==> config.mk <==
export PLATFORM = sky130hd
export DESIGN_NAME = sbf_bridge_flat
export DESIGN_NICKNAME = d
export VERILOG_FILES = /design/src/hdl/sbf_pkg.sv /design/src/hdl/sbf_link_if.sv /design/src/hdl/sbf_bridge.sv /design/src/hdl/sbf_target.sv /design/src/flat_wrapper.sv
export SDC_FILE = /design/constraint.sdc
export NUM_CORES = 1
export LEC_CHECK = 0
export BUFFER_PORTS_ARGS = -buffer_cell sky130_fd_sc_hd__buf_4
export CAP_MARGIN = 5
export CORE_UTILIZATION = 59
export DETAILED_ROUTE_END_ITERATION = 8
export PLACE_DENSITY = 0.83
export REMOVE_ABC_BUFFERS = 1
export SETUP_SLACK_MARGIN = 0.2
export SYNTH_ARGS = -nofsm -noshare
export SYNTH_HDL_FRONTEND = slang
export SYNTH_SLANG_ARGS = --single-unit
==> constraint.sdc <==
create_clock -name clock -period 2.99 [get_ports clock]
set_input_delay 0.299 -clock clock [delete_from_list [all_inputs] [get_ports clock]]
set_output_delay 0.299 -clock clock [all_outputs]
set_load 0.05 [all_outputs]
==> src/hdl/sbf_pkg.sv <==
/*
 * Shared constants and types for the serial bridge and its target end.
 * Assumes a single 50 MHz clock on both ends; each end keeps its own bit timing.
 */
package sbf_pkg;
    localparam int CLK_HZ       = 50_000_000;
    localparam int BAUD_DEFAULT = 115200;
    localparam int BAUD_MIN     = 9600;
    localparam int BAUD_MAX     = 921600;
    localparam int DATA_BITS    = 8;
    localparam int BUF_DEPTH    = 2;
    localparam int DIV_W        = 13;

    // Clocks per bit; rates outside the supported span are clamped
    localparam logic [DIV_W-1:0] DIV_DEFAULT = DIV_W'(CLK_HZ / BAUD_DEFAULT);
    localparam logic [DIV_W-1:0] DIV_MIN     = DIV_W'(CLK_HZ / BAUD_MAX);
    localparam logic [DIV_W-1:0] DIV_MAX     = DIV_W'(CLK_HZ / BAUD_MIN);

    localparam logic LINE_IDLE  = 1'h1;
    localparam logic HS_READY_N = 1'h0;
    localparam logic HS_HOLD_N  = 1'h1;
    localparam logic LINK_EN_RESET = 1'h1;
    localparam logic HS_EN_RESET   = 1'h0;

    typedef enum logic [1:0] {
        SBF_HS_DISABLED,
        SBF_HS_RTS,
        SBF_HS_CTS,
        SBF_HS_RTSCTS
    } sbf_hs_mode_t;

    localparam sbf_hs_mode_t HS_MODE_RESET = SBF_HS_DISABLED;

    function automatic logic [DIV_W-1:0] sbf_clamp_div(input logic [DIV_W-1:0] d);
        logic [DIV_W-1:0] r;
        r = d;
        if (d < DIV_MIN) begin
            r = DIV_MIN;
        end else if (d > DIV_MAX) begin
            r = DIV_MAX;
        end
        return r;
    endfunction
endpackage

==> src/hdl/sbf_link_if.sv <==
/*
 * Serial link between the bridge and the target: data lines, handshakes, enable.
 * Assumes the bench joins both ends; an undriven clear-to-send line is pulled low.
 */
interface sbf_link_if;
    logic tgt_tx;
    logic tgt_rx;
    logic cts_n_drv;
    logic cts_n_oe;
    logic cts_n;
    logic rts_n;
    logic link_en;

    localparam logic HS_READY_N_LVL = 1'h0;

    // Pull-down: an undriven clear-to-send reads as ready
    assign cts_n = cts_n_oe ? cts_n_drv : HS_READY_N_LVL;

    modport bridge (input tgt_tx, input rts_n, input link_en, output tgt_rx, output cts_n_drv, output cts_n_oe);
    modport target (output tgt_tx, output rts_n, output link_en, input tgt_rx, input cts_n);
endinterface

==> src/hdl/sbf_bridge.sv <==
/*
 * Bridge end: UART shifters, a small buffer, handshake modes and host routing.
 * Assumes link pins arrive asynchronously; buffer module comes with the target end.
 */
// Function
// - Reset gives 115200 8N1, handshake off
// - Bit rate settable from 9600 to 921600
// - Target sends on tx, bridge on rx
// - Clear-to-send held off while buffer full
// - Target stops sending while clear-to-send off
// - Target asserts request-to-send when it can receive
// - Bridge pauses while request-to-send deasserted
// - Character in flight always finishes
// - Target accepts one more after deasserting
// - Disabled mode: no drive, input ignored
// - Output mode: drive clear-to-send, ignore input
// - Input mode: no drive, gate on request
// - Combined mode: drive and gate both
// - Data passes only while enable high
// - Connected socket silences the USB channel

module sbf_uart_tx import sbf_pkg::*; (
    input  wire logic             clock,
    input  wire logic             rst_n,
    input  wire logic [DIV_W-1:0] bit_cycles,
    input  wire logic             start,
    input  wire logic [7:0]       data,
    output logic                  ready,
    output logic                  txd_q
);
    logic [DIV_W-1:0] div_q;
    logic [DIV_W-1:0] cnt_q;
    logic [3:0]       bit_q;
    logic [8:0]       shift_q;
    logic             busy_q;

    assign ready = !busy_q;

    always_ff @(posedge clock) begin
        if (!rst_n) begin
            busy_q  <= 1'h0;
            txd_q   <= LINE_IDLE;
            div_q   <= DIV_DEFAULT;
            cnt_q   <= '0;
            bit_q   <= '0;
            shift_q <= '0;
        end else if (!busy_q) begin
            if (start) begin
                busy_q  <= 1'h1;
                txd_q   <= 1'h0;
                div_q   <= bit_cycles;
                cnt_q   <= bit_cycles - 1'h1;
                bit_q   <= '0;
                shift_q <= {LINE_IDLE, data};
            end
        end else if (cnt_q != '0) begin
            cnt_q <= cnt_q - 1'h1;
        end else begin
            cnt_q <= div_q - 1'h1;
            // Runs to the stop bit whatever the handshake does meanwhile
            if (bit_q == 4'(DATA_BITS + 1)) begin
                busy_q <= 1'h0;
            end else begin
                txd_q   <= shift_q[0];
                shift_q <= {LINE_IDLE, shift_q[8:1]};
                bit_q   <= bit_q + 1'h1;
            end
        end
    end
endmodule // sbf_uart_tx

module sbf_uart_rx import sbf_pkg::*; (
    input  wire logic             clock,
    input  wire logic             rst_n,
    input  wire logic [DIV_W-1:0] bit_cycles,
    input  wire logic             rxd,
    output logic                  valid_q,
    output logic                  ferr_q,
    output logic [7:0]            data_q
);
    logic [DIV_W-1:0] div_q;
    logic [DIV_W-1:0] cnt_q;
    logic [3:0]       bit_q;
    logic [7:0]       shift_q;
    logic             busy_q;

    always_ff @(posedge clock) begin
        if (!rst_n) begin
            busy_q  <= 1'h0;
            valid_q <= 1'h0;
            ferr_q  <= 1'h0;
            data_q  <= '0;
            div_q   <= DIV_DEFAULT;
            cnt_q   <= '0;
            bit_q   <= '0;
            shift_q <= '0;
        end else begin
            valid_q <= 1'h0;
            ferr_q  <= 1'h0;
            if (!busy_q) begin
                if (!rxd) begin
                    // Half a bit in, so every later sample lands mid-bit
                    busy_q <= 1'h1;
                    div_q  <= bit_cycles;
                    cnt_q  <= bit_cycles >> 1;
                    bit_q  <= '0;
                end
            end else if (cnt_q != '0) begin
                cnt_q <= cnt_q - 1'h1;
            end else begin
                cnt_q <= div_q - 1'h1;
                if (bit_q == '0) begin
                    busy_q <= !rxd; // Glitch shorter than half a bit dropped
                    bit_q  <= 4'h1;
                end else if (bit_q <= 4'(DATA_BITS)) begin
                    shift_q <= {rxd, shift_q[7:1]};
                    bit_q   <= bit_q + 1'h1;
                end else begin
                    busy_q  <= 1'h0;
                    valid_q <= rxd;
                    ferr_q  <= !rxd;
                    data_q  <= shift_q;
                end
            end
        end
    end
endmodule // sbf_uart_rx

module sbf_bridge import sbf_pkg::*; (
    input  wire logic             clock,
    input  wire logic             rst_n,
    sbf_link_if.bridge            link,
    input  wire logic             cfg_wr,
    input  wire sbf_hs_mode_t     cfg_mode,
    input  wire logic [DIV_W-1:0] cfg_bit_cycles,
    input  wire logic             sock_connected,
    input  wire logic             usb_in_valid,
    input  wire logic [7:0]       usb_in_data,
    output logic                  usb_in_ready,
    input  wire logic             sock_in_valid,
    input  wire logic [7:0]       sock_in_data,
    output logic                  sock_in_ready,
    output logic                  usb_out_valid,
    output logic [7:0]            usb_out_data,
    input  wire logic             usb_out_ready,
    output logic                  sock_out_valid,
    output logic [7:0]            sock_out_data,
    input  wire logic             sock_out_ready,
    output logic                  overrun_q,
    output logic                  frame_err_q
);
    sbf_hs_mode_t     mode_q;
    logic [DIV_W-1:0] div_q;
    logic             rx_s1, rx_s2, rts_s1, rts_s2, en_s1, en_s2;
    logic             cts_n_q;
    logic             drive_cts, gate_rts, tx_permit, tx_ready, tx_start;
    logic             rx_valid, rx_ferr, f_in_ready, f_valid, f_ready;
    logic [7:0]       rx_data, f_data, src_data;

    always_ff @(posedge clock) begin
        if (!rst_n) begin
            mode_q <= HS_MODE_RESET;
            div_q  <= DIV_DEFAULT;
        end else if (cfg_wr) begin
            mode_q <= cfg_mode;
            div_q  <= sbf_clamp_div(cfg_bit_cycles);
        end
    end

    // Pins come from the target's domain
    always_ff @(posedge clock) begin
        if (!rst_n) begin
            rx_s1  <= LINE_IDLE;
            rx_s2  <= LINE_IDLE;
            rts_s1 <= HS_HOLD_N;
            rts_s2 <= HS_HOLD_N;
            en_s1  <= 1'h0;
            en_s2  <= 1'h0;
        end else begin
            rx_s1  <= link.tgt_tx;
            rx_s2  <= rx_s1;
            rts_s1 <= link.rts_n;
            rts_s2 <= rts_s1;
            en_s1  <= link.link_en;
            en_s2  <= en_s1;
        end
    end

    assign drive_cts = (mode_q == SBF_HS_RTS) || (mode_q == SBF_HS_RTSCTS);
    assign gate_rts  = (mode_q == SBF_HS_CTS) || (mode_q == SBF_HS_RTSCTS);
    // Low request-to-send means the target can take more
    assign tx_permit = en_s2 && (!gate_rts || rts_s2 == HS_READY_N);

    // Socket wins; USB sees neither readiness nor data while it is up
    assign src_data      = sock_connected ? sock_in_data : usb_in_data;
    assign usb_in_ready  = !sock_connected && tx_ready && tx_permit;
    assign sock_in_ready = sock_connected && tx_ready && tx_permit;
    assign tx_start      = sock_connected ? sock_in_valid && sock_in_ready : usb_in_valid && usb_in_ready;

    sbf_uart_tx u_tx (
        .clock      (clock),
        .rst_n      (rst_n),
        .bit_cycles (div_q),
        .start      (tx_start),
        .data       (src_data),
        .ready      (tx_ready),
        .txd_q      (link.tgt_rx)
    );

    sbf_uart_rx u_rx (
        .clock      (clock),
        .rst_n      (rst_n),
        .bit_cycles (div_q),
        .rxd        (rx_s2),
        .valid_q    (rx_valid),
        .ferr_q     (rx_ferr),
        .data_q     (rx_data)
    );

    sbf_fifo #(.W(DATA_BITS), .DEPTH(BUF_DEPTH)) u_buf (
        .clock     (clock),
        .rst_n     (rst_n),
        .in_valid  (rx_valid && en_s2),
        .in_data   (rx_data),
        .in_ready  (f_in_ready),
        .out_valid (f_valid),
        .out_data  (f_data),
        .out_ready (f_ready),
        .level     ()
    );

    assign usb_out_valid  = f_valid && !sock_connected;
    assign sock_out_valid = f_valid && sock_connected;
    assign usb_out_data   = f_data;
    assign sock_out_data  = f_data;
    assign f_ready        = sock_connected ? sock_out_ready : usb_out_ready;

    // A full buffer holds the target off before the next character starts
    always_ff @(posedge clock) begin
        if (!rst_n) begin
            cts_n_q <= HS_READY_N;
        end else begin
            cts_n_q <= f_in_ready ? HS_READY_N : HS_HOLD_N;
        end
    end

    assign link.cts_n_drv = cts_n_q;
    assign link.cts_n_oe  = drive_cts;

    always_ff @(posedge clock) begin
        if (!rst_n) begin
            overrun_q   <= 1'h0;
            frame_err_q <= 1'h0;
        end else begin
            overrun_q   <= rx_valid && en_s2 && !f_in_ready;
            frame_err_q <= rx_ferr && en_s2;
        end
    end
endmodule // sbf_bridge

==> src/hdl/sbf_target.sv <==
/*
 * Target end with optional flow control and interface enable; two-entry buffer of both ends.
 * Assumes the shifters of the bridge file are compiled alongside.
 */
module sbf_fifo import sbf_pkg::*; #(
    parameter int W     = DATA_BITS,
    parameter int DEPTH = BUF_DEPTH
) (
    input  wire logic                       clock,
    input  wire logic                       rst_n,
    input  wire logic                       in_valid,
    input  wire logic [W-1:0]               in_data,
    output logic                            in_ready,
    output logic                            out_valid,
    output logic [W-1:0]                    out_data,
    input  wire logic                       out_ready,
    output logic [$clog2(DEPTH+1)-1:0]      level
);
    localparam int AW = (DEPTH > 1) ? $clog2(DEPTH) : 1;
    localparam int LW = $clog2(DEPTH + 1);

    logic [W-1:0]  mem_q [DEPTH];
    logic [AW-1:0] wr_q;
    logic [AW-1:0] rd_q;
    logic [LW-1:0] cnt_q;
    logic          push;
    logic          pop;

    assign in_ready  = cnt_q != LW'(DEPTH);
    assign out_valid = cnt_q != '0;
    assign out_data  = mem_q[rd_q];
    assign level     = cnt_q;
    assign push      = in_valid && in_ready;
    assign pop       = out_valid && out_ready;

    always_ff @(posedge clock) begin
        if (push) begin
            mem_q[wr_q] <= in_data;
        end
    end

    always_ff @(posedge clock) begin
        if (!rst_n) begin
            wr_q  <= '0;
            rd_q  <= '0;
            cnt_q <= '0;
        end else begin
            if (push) begin
                wr_q <= (wr_q == AW'(DEPTH - 1)) ? '0 : wr_q + 1'h1;
            end
            if (pop) begin
                rd_q <= (rd_q == AW'(DEPTH - 1)) ? '0 : rd_q + 1'h1;
            end
            cnt_q <= cnt_q + LW'(push) - LW'(pop);
        end
    end
endmodule // sbf_fifo
 // sbf_target

==> src/flat_wrapper.sv <==
// flat-port wrapper written by rule: the top's interface ports become plain ports
module sbf_bridge_flat import sbf_pkg::*;
  (clock, rst_n, cfg_wr, cfg_mode, cfg_bit_cycles, sock_connected, usb_in_valid, usb_in_data, usb_in_ready, sock_in_valid, sock_in_data, sock_in_ready, usb_out_valid, usb_out_data, usb_out_ready, sock_out_valid, sock_out_data, sock_out_ready, overrun_q, frame_err_q, link_tgt_tx, link_rts_n, link_link_en, link_tgt_rx, link_cts_n_drv, link_cts_n_oe);
  sbf_link_if link_i ();
  input  wire logic clock;
  input  wire logic rst_n;
  input  wire logic cfg_wr;
  input  wire sbf_hs_mode_t cfg_mode;
  input  wire logic [DIV_W-1:0] cfg_bit_cycles;
  input  wire logic sock_connected;
  input  wire logic usb_in_valid;
  input  wire logic [7:0] usb_in_data;
  output logic usb_in_ready;
  input  wire logic sock_in_valid;
  input  wire logic [7:0] sock_in_data;
  output logic sock_in_ready;
  output logic usb_out_valid;
  output logic [7:0] usb_out_data;
  input  wire logic usb_out_ready;
  output logic sock_out_valid;
  output logic [7:0] sock_out_data;
  input  wire logic sock_out_ready;
  output logic overrun_q;
  output logic frame_err_q;
  input wire logic [$bits(link_i.tgt_tx)-1:0] link_tgt_tx;
  input wire logic [$bits(link_i.rts_n)-1:0] link_rts_n;
  input wire logic [$bits(link_i.link_en)-1:0] link_link_en;
  output wire logic [$bits(link_i.tgt_rx)-1:0] link_tgt_rx;
  output wire logic [$bits(link_i.cts_n_drv)-1:0] link_cts_n_drv;
  output wire logic [$bits(link_i.cts_n_oe)-1:0] link_cts_n_oe;
  assign link_i.tgt_tx = link_tgt_tx;
  assign link_i.rts_n = link_rts_n;
  assign link_i.link_en = link_link_en;
  assign link_tgt_rx = link_i.tgt_rx;
  assign link_cts_n_drv = link_i.cts_n_drv;
  assign link_cts_n_oe = link_i.cts_n_oe;
  sbf_bridge u_core (.clock(clock), .rst_n(rst_n), .link(link_i), .cfg_wr(cfg_wr), .cfg_mode(cfg_mode), .cfg_bit_cycles(cfg_bit_cycles), .sock_connected(sock_connected), .usb_in_valid(usb_in_valid), .usb_in_data(usb_in_data), .usb_in_ready(usb_in_ready), .sock_in_valid(sock_in_valid), .sock_in_data(sock_in_data), .sock_in_ready(sock_in_ready), .usb_out_valid(usb_out_valid), .usb_out_data(usb_out_data), .usb_out_ready(usb_out_ready), .sock_out_valid(sock_out_valid), .sock_out_data(sock_out_data), .sock_out_ready(sock_out_ready), .overrun_q(overrun_q), .frame_err_q(frame_err_q));
endmodule
== Word level (Yosys, flattened, before mapping) ==
Memories as Yosys holds them, arrays and structs flattened. A register that Yosys moved wholly into a read port is not among the register bits.
Index checks and enable logic that the tools add are counted.
W data, S select, Z words.
Cells by class
  $add $sub $neg: 11
  order comparisons: 3
  equality and inequality tests: 10
  multiplexer cells: 44
  bitwise gates (word level): 8
  reductions and logical operators: 34
Operators by type and width (count)
  $mux W13: 8
  $sub A13 B1 Y13 const B: 5
  $mux W4: 9
  $mux W9: 4
  $reduce_bool A13 Y1: 2
  $mux W1: 22
  $logic_and A1 B1 Y1: 14
  $gt A13 B13 Y1 const B: 1
  $lt A13 B6 Y1 const B: 1
  $ne A2 B2 Y1 const B: 5
  $add A4 B1 Y4 const B: 2
  $mux W8: 1
  $not A1 Y1: 8
  $reduce_and A4 Y1: 2
  $reduce_and A3 Y1: 2
  $logic_not A1 Y1: 5
  $reduce_or A5 Y1: 1
  $eq A2 B2 Y1 const B: 2
  $eq A4 B4 Y1 const B: 1
  $le A4 B4 Y1 const B: 1
  $logic_not A4 Y1: 1
  $reduce_and A2 Y1: 2
  $reduce_bool A2 Y1: 2
  $logic_or A1 B1 Y1: 3
  5 further kinds: 6
Word-level totals
  flip-flop bits (word level): 118
  memory bits (writable): 16
  input port bits: 42
  output and inout port bits: 25
  logic and storage cells: 139
  memories kept: 1
Memory list
  u_core.u_buf.mem_q: words 2, bits a word 8, rd ports 1, clocked after Yosys merged registers in 1, write ports 1, line sbf_target.sv:22  | logic [W-1:0] mem_q [DEPTH];

== Logic depth before layout (Yosys ltp) ==
  word-level depth: 10
  depth in mapped cells: 11
  mapped depth without buffers: 10

== By module ==
Synthesis repeated with hierarchy kept, for this count alone.
Unflattened totals
  cells, all modules: 740
  area total of the unflattened synthesis: 6686.4 sq um
Modules (own cells, without submodules)
  sbf_uart_rx: instances 1, cells an instance 298, area an instance 2518.7 sq um, sequential area each 980.9 sq um
  sbf_uart_tx: instances 1, cells an instance 268, area an instance 2154.6 sq um, sequential area each 820.8 sq um
  sbf_bridge: instances 1, cells an instance 120, area an instance 1167.4 sq um, sequential area each 480.5 sq um
  sbf_fifo: instances 1, cells an instance 54, area an instance 845.8 sq um, sequential area each 580.6 sq um

== Least setup slack after synthesis ==
No wires, ideal clock.
  kind: flip-flop to flip-flop
  from: register u_core.u_rx.cnt_q[5]
  to: register u_core.u_rx.cnt_q[6]
  library setup time: 116 ps
  data arrival time: 2220 ps
  required time: 2874 ps
  slack: 654 ps
  stages on the path, launching flop included: 12
  path buffers: 1
  period minus slack after synthesis: 2336 ps
  path through: dfxtp_1 > nor3_1 > nand4_1 > nor2_2 > buf_2 > a21oi_1 > ha_1 > nand2_1 > nor2_1 > a32oi_1 > o221ai_1 > and3_1
Between the ends
  longest elaborated chain between the ends: 3
  elaborated cells between the ends (all ways): 4
  those cells by class: add/sub (1); mux (2); reduce/logical (1)
Ends and longest elaborated chain
  from (decl): line sbf_bridge.sv:82  | logic [DIV_W-1:0] cnt_q;
  from (signal assigned): line sbf_bridge.sv:105  | cnt_q <= bit_cycles >> 1;
  from (signal assigned): line sbf_bridge.sv:109  | cnt_q <= cnt_q - 1'h1;
  from (signal assigned): line sbf_bridge.sv:111  | cnt_q <= div_q - 1'h1;
  $sub A13 B1 Y13 or $reduce_bool A13 Y1 (tied branches): line sbf_bridge.sv:109, sbf_bridge.sv:108
  $mux W13 (*): line sbf_bridge.sv:108  | end else if (cnt_q != '0) begin
  $mux W13 (*): line sbf_bridge.sv:100  | if (!busy_q) begin
Mark *: on every way between the ends. The rest lies on a longest branch, timed or not.
A chain may end at the register's enable or synchronous reset.

== Final worst setup path ==
  from: register u_core.u_rx.cnt_q[8]
  to: register u_core.u_rx.data_q[6]
Between the ends
  longest elaborated chain between the ends: 3
Ends and longest elaborated chain
  $reduce_bool A13 Y1: line sbf_bridge.sv:108
  $not A1 Y1 (no source line)
  $reduce_and A4 Y1 (no source line)
  to (signal assigned): line sbf_bridge.sv:122  | data_q <= shift_q;
  to (decl): line sbf_bridge.sv:79  | output logic [7:0] data_q
Every way passes these cells.

==> results.ini <==
[placement]
hpwlAfterDp_mm = 9.403
place.port_buffers = 66
routabilityCongestion = 0.9080
post-place-ws_ps = 607.7
place_area_mm2 = 0.006875

[setup_path]
critPathKind = flop to flop
crit_path_end_kind = flop
critPathMaxFanout = 25
worst_path_dominant_cell_family = simple AND/OR/NAND/NOR gates
cp_slowest_cell = nor3_1
critical_path.startpoint = u_core.u_rx.cnt_q[8]$_SDFFE_PN0P_
critPathArrivalTime_ps = 2870
crit_path_start_kind = flop
path_cells = nor3_1, nand4_1, nor2_2, buf_4, nand2_1, nor2_4, mux2i_1, nor2_1
cp_num_buf_inv = 1
crit_path_max_incr_delay_ps = 380
critPathRequiredTime_ps = 3400
reg2reg_from = u_core.u_rx.cnt_q[8]$_SDFFE_PN0P_

[cts]
cts_resized = 0
clkSinkCount = 135
insertion_delay_ps = 520
cts_buffers = 17
htreeDepth = 4
cts_tree = done
clk_path_buf_depth = 2
cts_setup_buffers = 0
cts_root_buf = clkbuf_8
clk_pin_slew_ps = 60

[routing]
drt_first_pass_iters = 7
drtIter0Drc = 341
via_per_inst = 5.790
totalWireLength_mm = 13.90
ant_nets = 0
drc_errors = 0
wl_per_cell_um = 15.06
vias = 5344

[hold_path]
holdCritPathClass = primary input to flop
hp-start = link_link_en

[timing]
finalCritPeriodShare_pct = 82.15
worst_slack_ps = 533.7
slew_viol_final = 0
fmax_ghz = 0.4071
max-slew-margin-rel_pct = 58.86
tns_ps = 0
finClkSkew_ps = 9.747
worst_pin_slew_ps = 614.9
final-setup-viol-count = 0
hold_viol_final = 0
rsz0062_at_grt = false
layout_min_cycle_time_ps = 2456

[floorplan]
die_h_um = 105.8
core-area_mm2 = 0.01037
boundaryPins = 67
initial_core_util_pct = 61.33
dieArea_mm2 = 0.01120
rows = 37
die_x_um = 105.8

[global_route]
grt_pass1_vias = 4981
grtUsageMet3_pct = 5.813
overflow = 0
grt_most_used_layer = met2
grt_pass1_wl_mm = 22.96
grt_max_degree = 32
grtUsageMet2_pct = 43.14
grt_usage_pct = 25.64
antenna_found_initial = 0
grt_util_met1_pct = 31.56

[logic_synthesis]
seq_area_frac_synth_pct = 45.01
synth_seq_cells = 135
syn_area_mm2 = 0.006360
syn_avg_cell_area_um2 = 8.760
synth_edf_count = 16
synthArstFlopShare_pct = 0
yosysUniqueCellTypes = 70
netlist_instances = 726
synth-main-ff-cell = dfxtp_1
ys_warn_count = 0

[cells_and_area]
fillers = 764
drive_gt1_share_pct = 17.66
area_growth_pct = 17.16
regArea_mm2 = 0.002863
finalInstanceArea_mm2 = 0.007451
fin_nets = 823
n_antenna_cell = 0
multiInputGateArea_mm2 = 0.003186

[outcome]
run_status = completed

[job]
cap_violations = 0

[power]
p_total_w = 0.004828
ir_drop_mv = 0.3339
power_density_mw_per_mm2 = 648.0
p_leak_nw = 3.077

routing by layer:
layer / part of all wire (%) / routed length, µm / up-vias
li1: - / - / 2658
met1: 44 / 6183 / 2459
met2: 48 / 6619 / 198
met3: 5.9 / 815 / 29
met4: 2.0 / 284 / 0
met5: 0 / 0 / -
cell type report:
| class | count | area share [%] |
|---|---|---|
| tap | 136 | 2.284 |
| clock buffer | 17 | 5.558 |
| timing repair buffer | 81 | 8.228 |
| clock inverter | 15 | 1.898 |
| sequential | 135 | 38.42 |
| multi-input combinational | 522 | 42.75 |
| inverter | 17 | 0.8564 |
state kept, by name, summed over array words and instances (netlist names), 8 cells and up, named ones only:
| name | count |
|---|---|
| u_core.u_tx.div_q | 13 |
| u_core.u_rx.div_q | 13 |
| u_core.u_rx.shift_q | 8 |
| u_core.u_rx.cnt_q | 13 |
| u_core.u_tx.cnt_q | 13 |
| u_core.u_rx.data_q | 8 |
| u_core.div_q | 13 |
| u_core.u_tx.shift_q | 9 |
| u_core.u_buf.mem_q | 16 |
final timing paths:
path / slack (ps) / to / cells past startpoint
hold reg to reg: 410 / u_core.rx_s2$_SDFF_PN1_ / 1
setup / recovery: 530 / u_core.u_rx.data_q[6]$_SDFFE_PN0P_ / 8
hold / removal: 9 / u_core.en_s1$_SDFF_PN0_ / 2
setup reg to reg: 530 / u_core.u_rx.data_q[6]$_SDFFE_PN0P_ / 8
cells in the final DEF (no fill, tap or decap), types with 5 or more instances in the layout:
| master | synthesis | layout |
|---|---|---|
| nand2b_1 | 12 | 12 |
| a31oi_1 | 15 | 15 |
| nor2_1 | 108 | 108 |
| edfxtp_1 | 16 | 16 |
| o21ai_0 | 22 | 22 |
| nor4_1 | 9 | 9 |
| ha_1 | 7 | 7 |
| xor2_1 | 9 | 9 |
| inv_1 | 15 | 15 |
| nor3_1 | 13 | 13 |
| and3_1 | 7 | 7 |
| inv_6 | 0 | 6 |
| and2_1 | 12 | 12 |
| nand3_1 | 16 | 16 |
| mux2_2 | 13 | 13 |
| a21o_1 | 5 | 5 |
| mux2i_1 | 44 | 44 |
| clkbuf_16 | 0 | 16 |
| xnor2_1 | 9 | 9 |
| or2_2 | 6 | 6 |
| a211oi_1 | 14 | 14 |
| nand2_1 | 62 | 62 |
| dfxtp_1 | 119 | 119 |
| a21oi_1 | 59 | 59 |
| nor2b_1 | 12 | 12 |
| buf_4 | 8 | 79 |
kinds of logic (layout without fill, tap and decap cells):
family          Yosys count  count (layout)  share of synthesized area (%)
xor+xnor                 18              18                          2.479
compound gates          154             154                          15.31
simple gates            286             286                          21.70
buf+inv                  69             130                          4.899
flops                   135             135                          45.01
fa+ha+maj                 7               7                          1.377
mux                      57              57                          9.227
where the power goes:
part           switching, W  leakage, nW  internal [W]
Clock              0.000829        0.262       0.00112
Combinational      0.000542         1.70      0.000345
Sequential        0.0000878         1.12       0.00190
Total               0.00146         3.08       0.00337
Yosys cell counts (all sizes together) (13+ instances only):
cell	count	share of area, %
clkbuf	32	1.9
dfxtp	119	37
a21oi	59	4.6
a31oi	15	1.5
nand3	16	1.3
mux2	13	2.3
nor3	15	1.4
edfxtp	16	7.6
nand2	62	3.7
a211oi	14	1.7
mux2i	44	6.9
nor2	110	6.6
o21ai	23	1.8
buf	20	2.0
inv	15	0.89
per-stage QoR:
step / hold WS, ps / util, % / std cells
global placement: 392.6 / 66.30 / 889
global route: 10.36 / 71.85 / 923
floorplan: 360.9 / - / 674
finish: 8.915 / 71.85 / 923
CTS: 1.353 / 71.85 / 923
detailed placement: 397.1 / 66.30 / 889
repair_timing:
action,CTS,global route
hold buffers,2,0
endpoints found under the hold margin,2,0
setup endpoints to repair,0,0
Note: power is estimated with default switching activity, not from simulation.
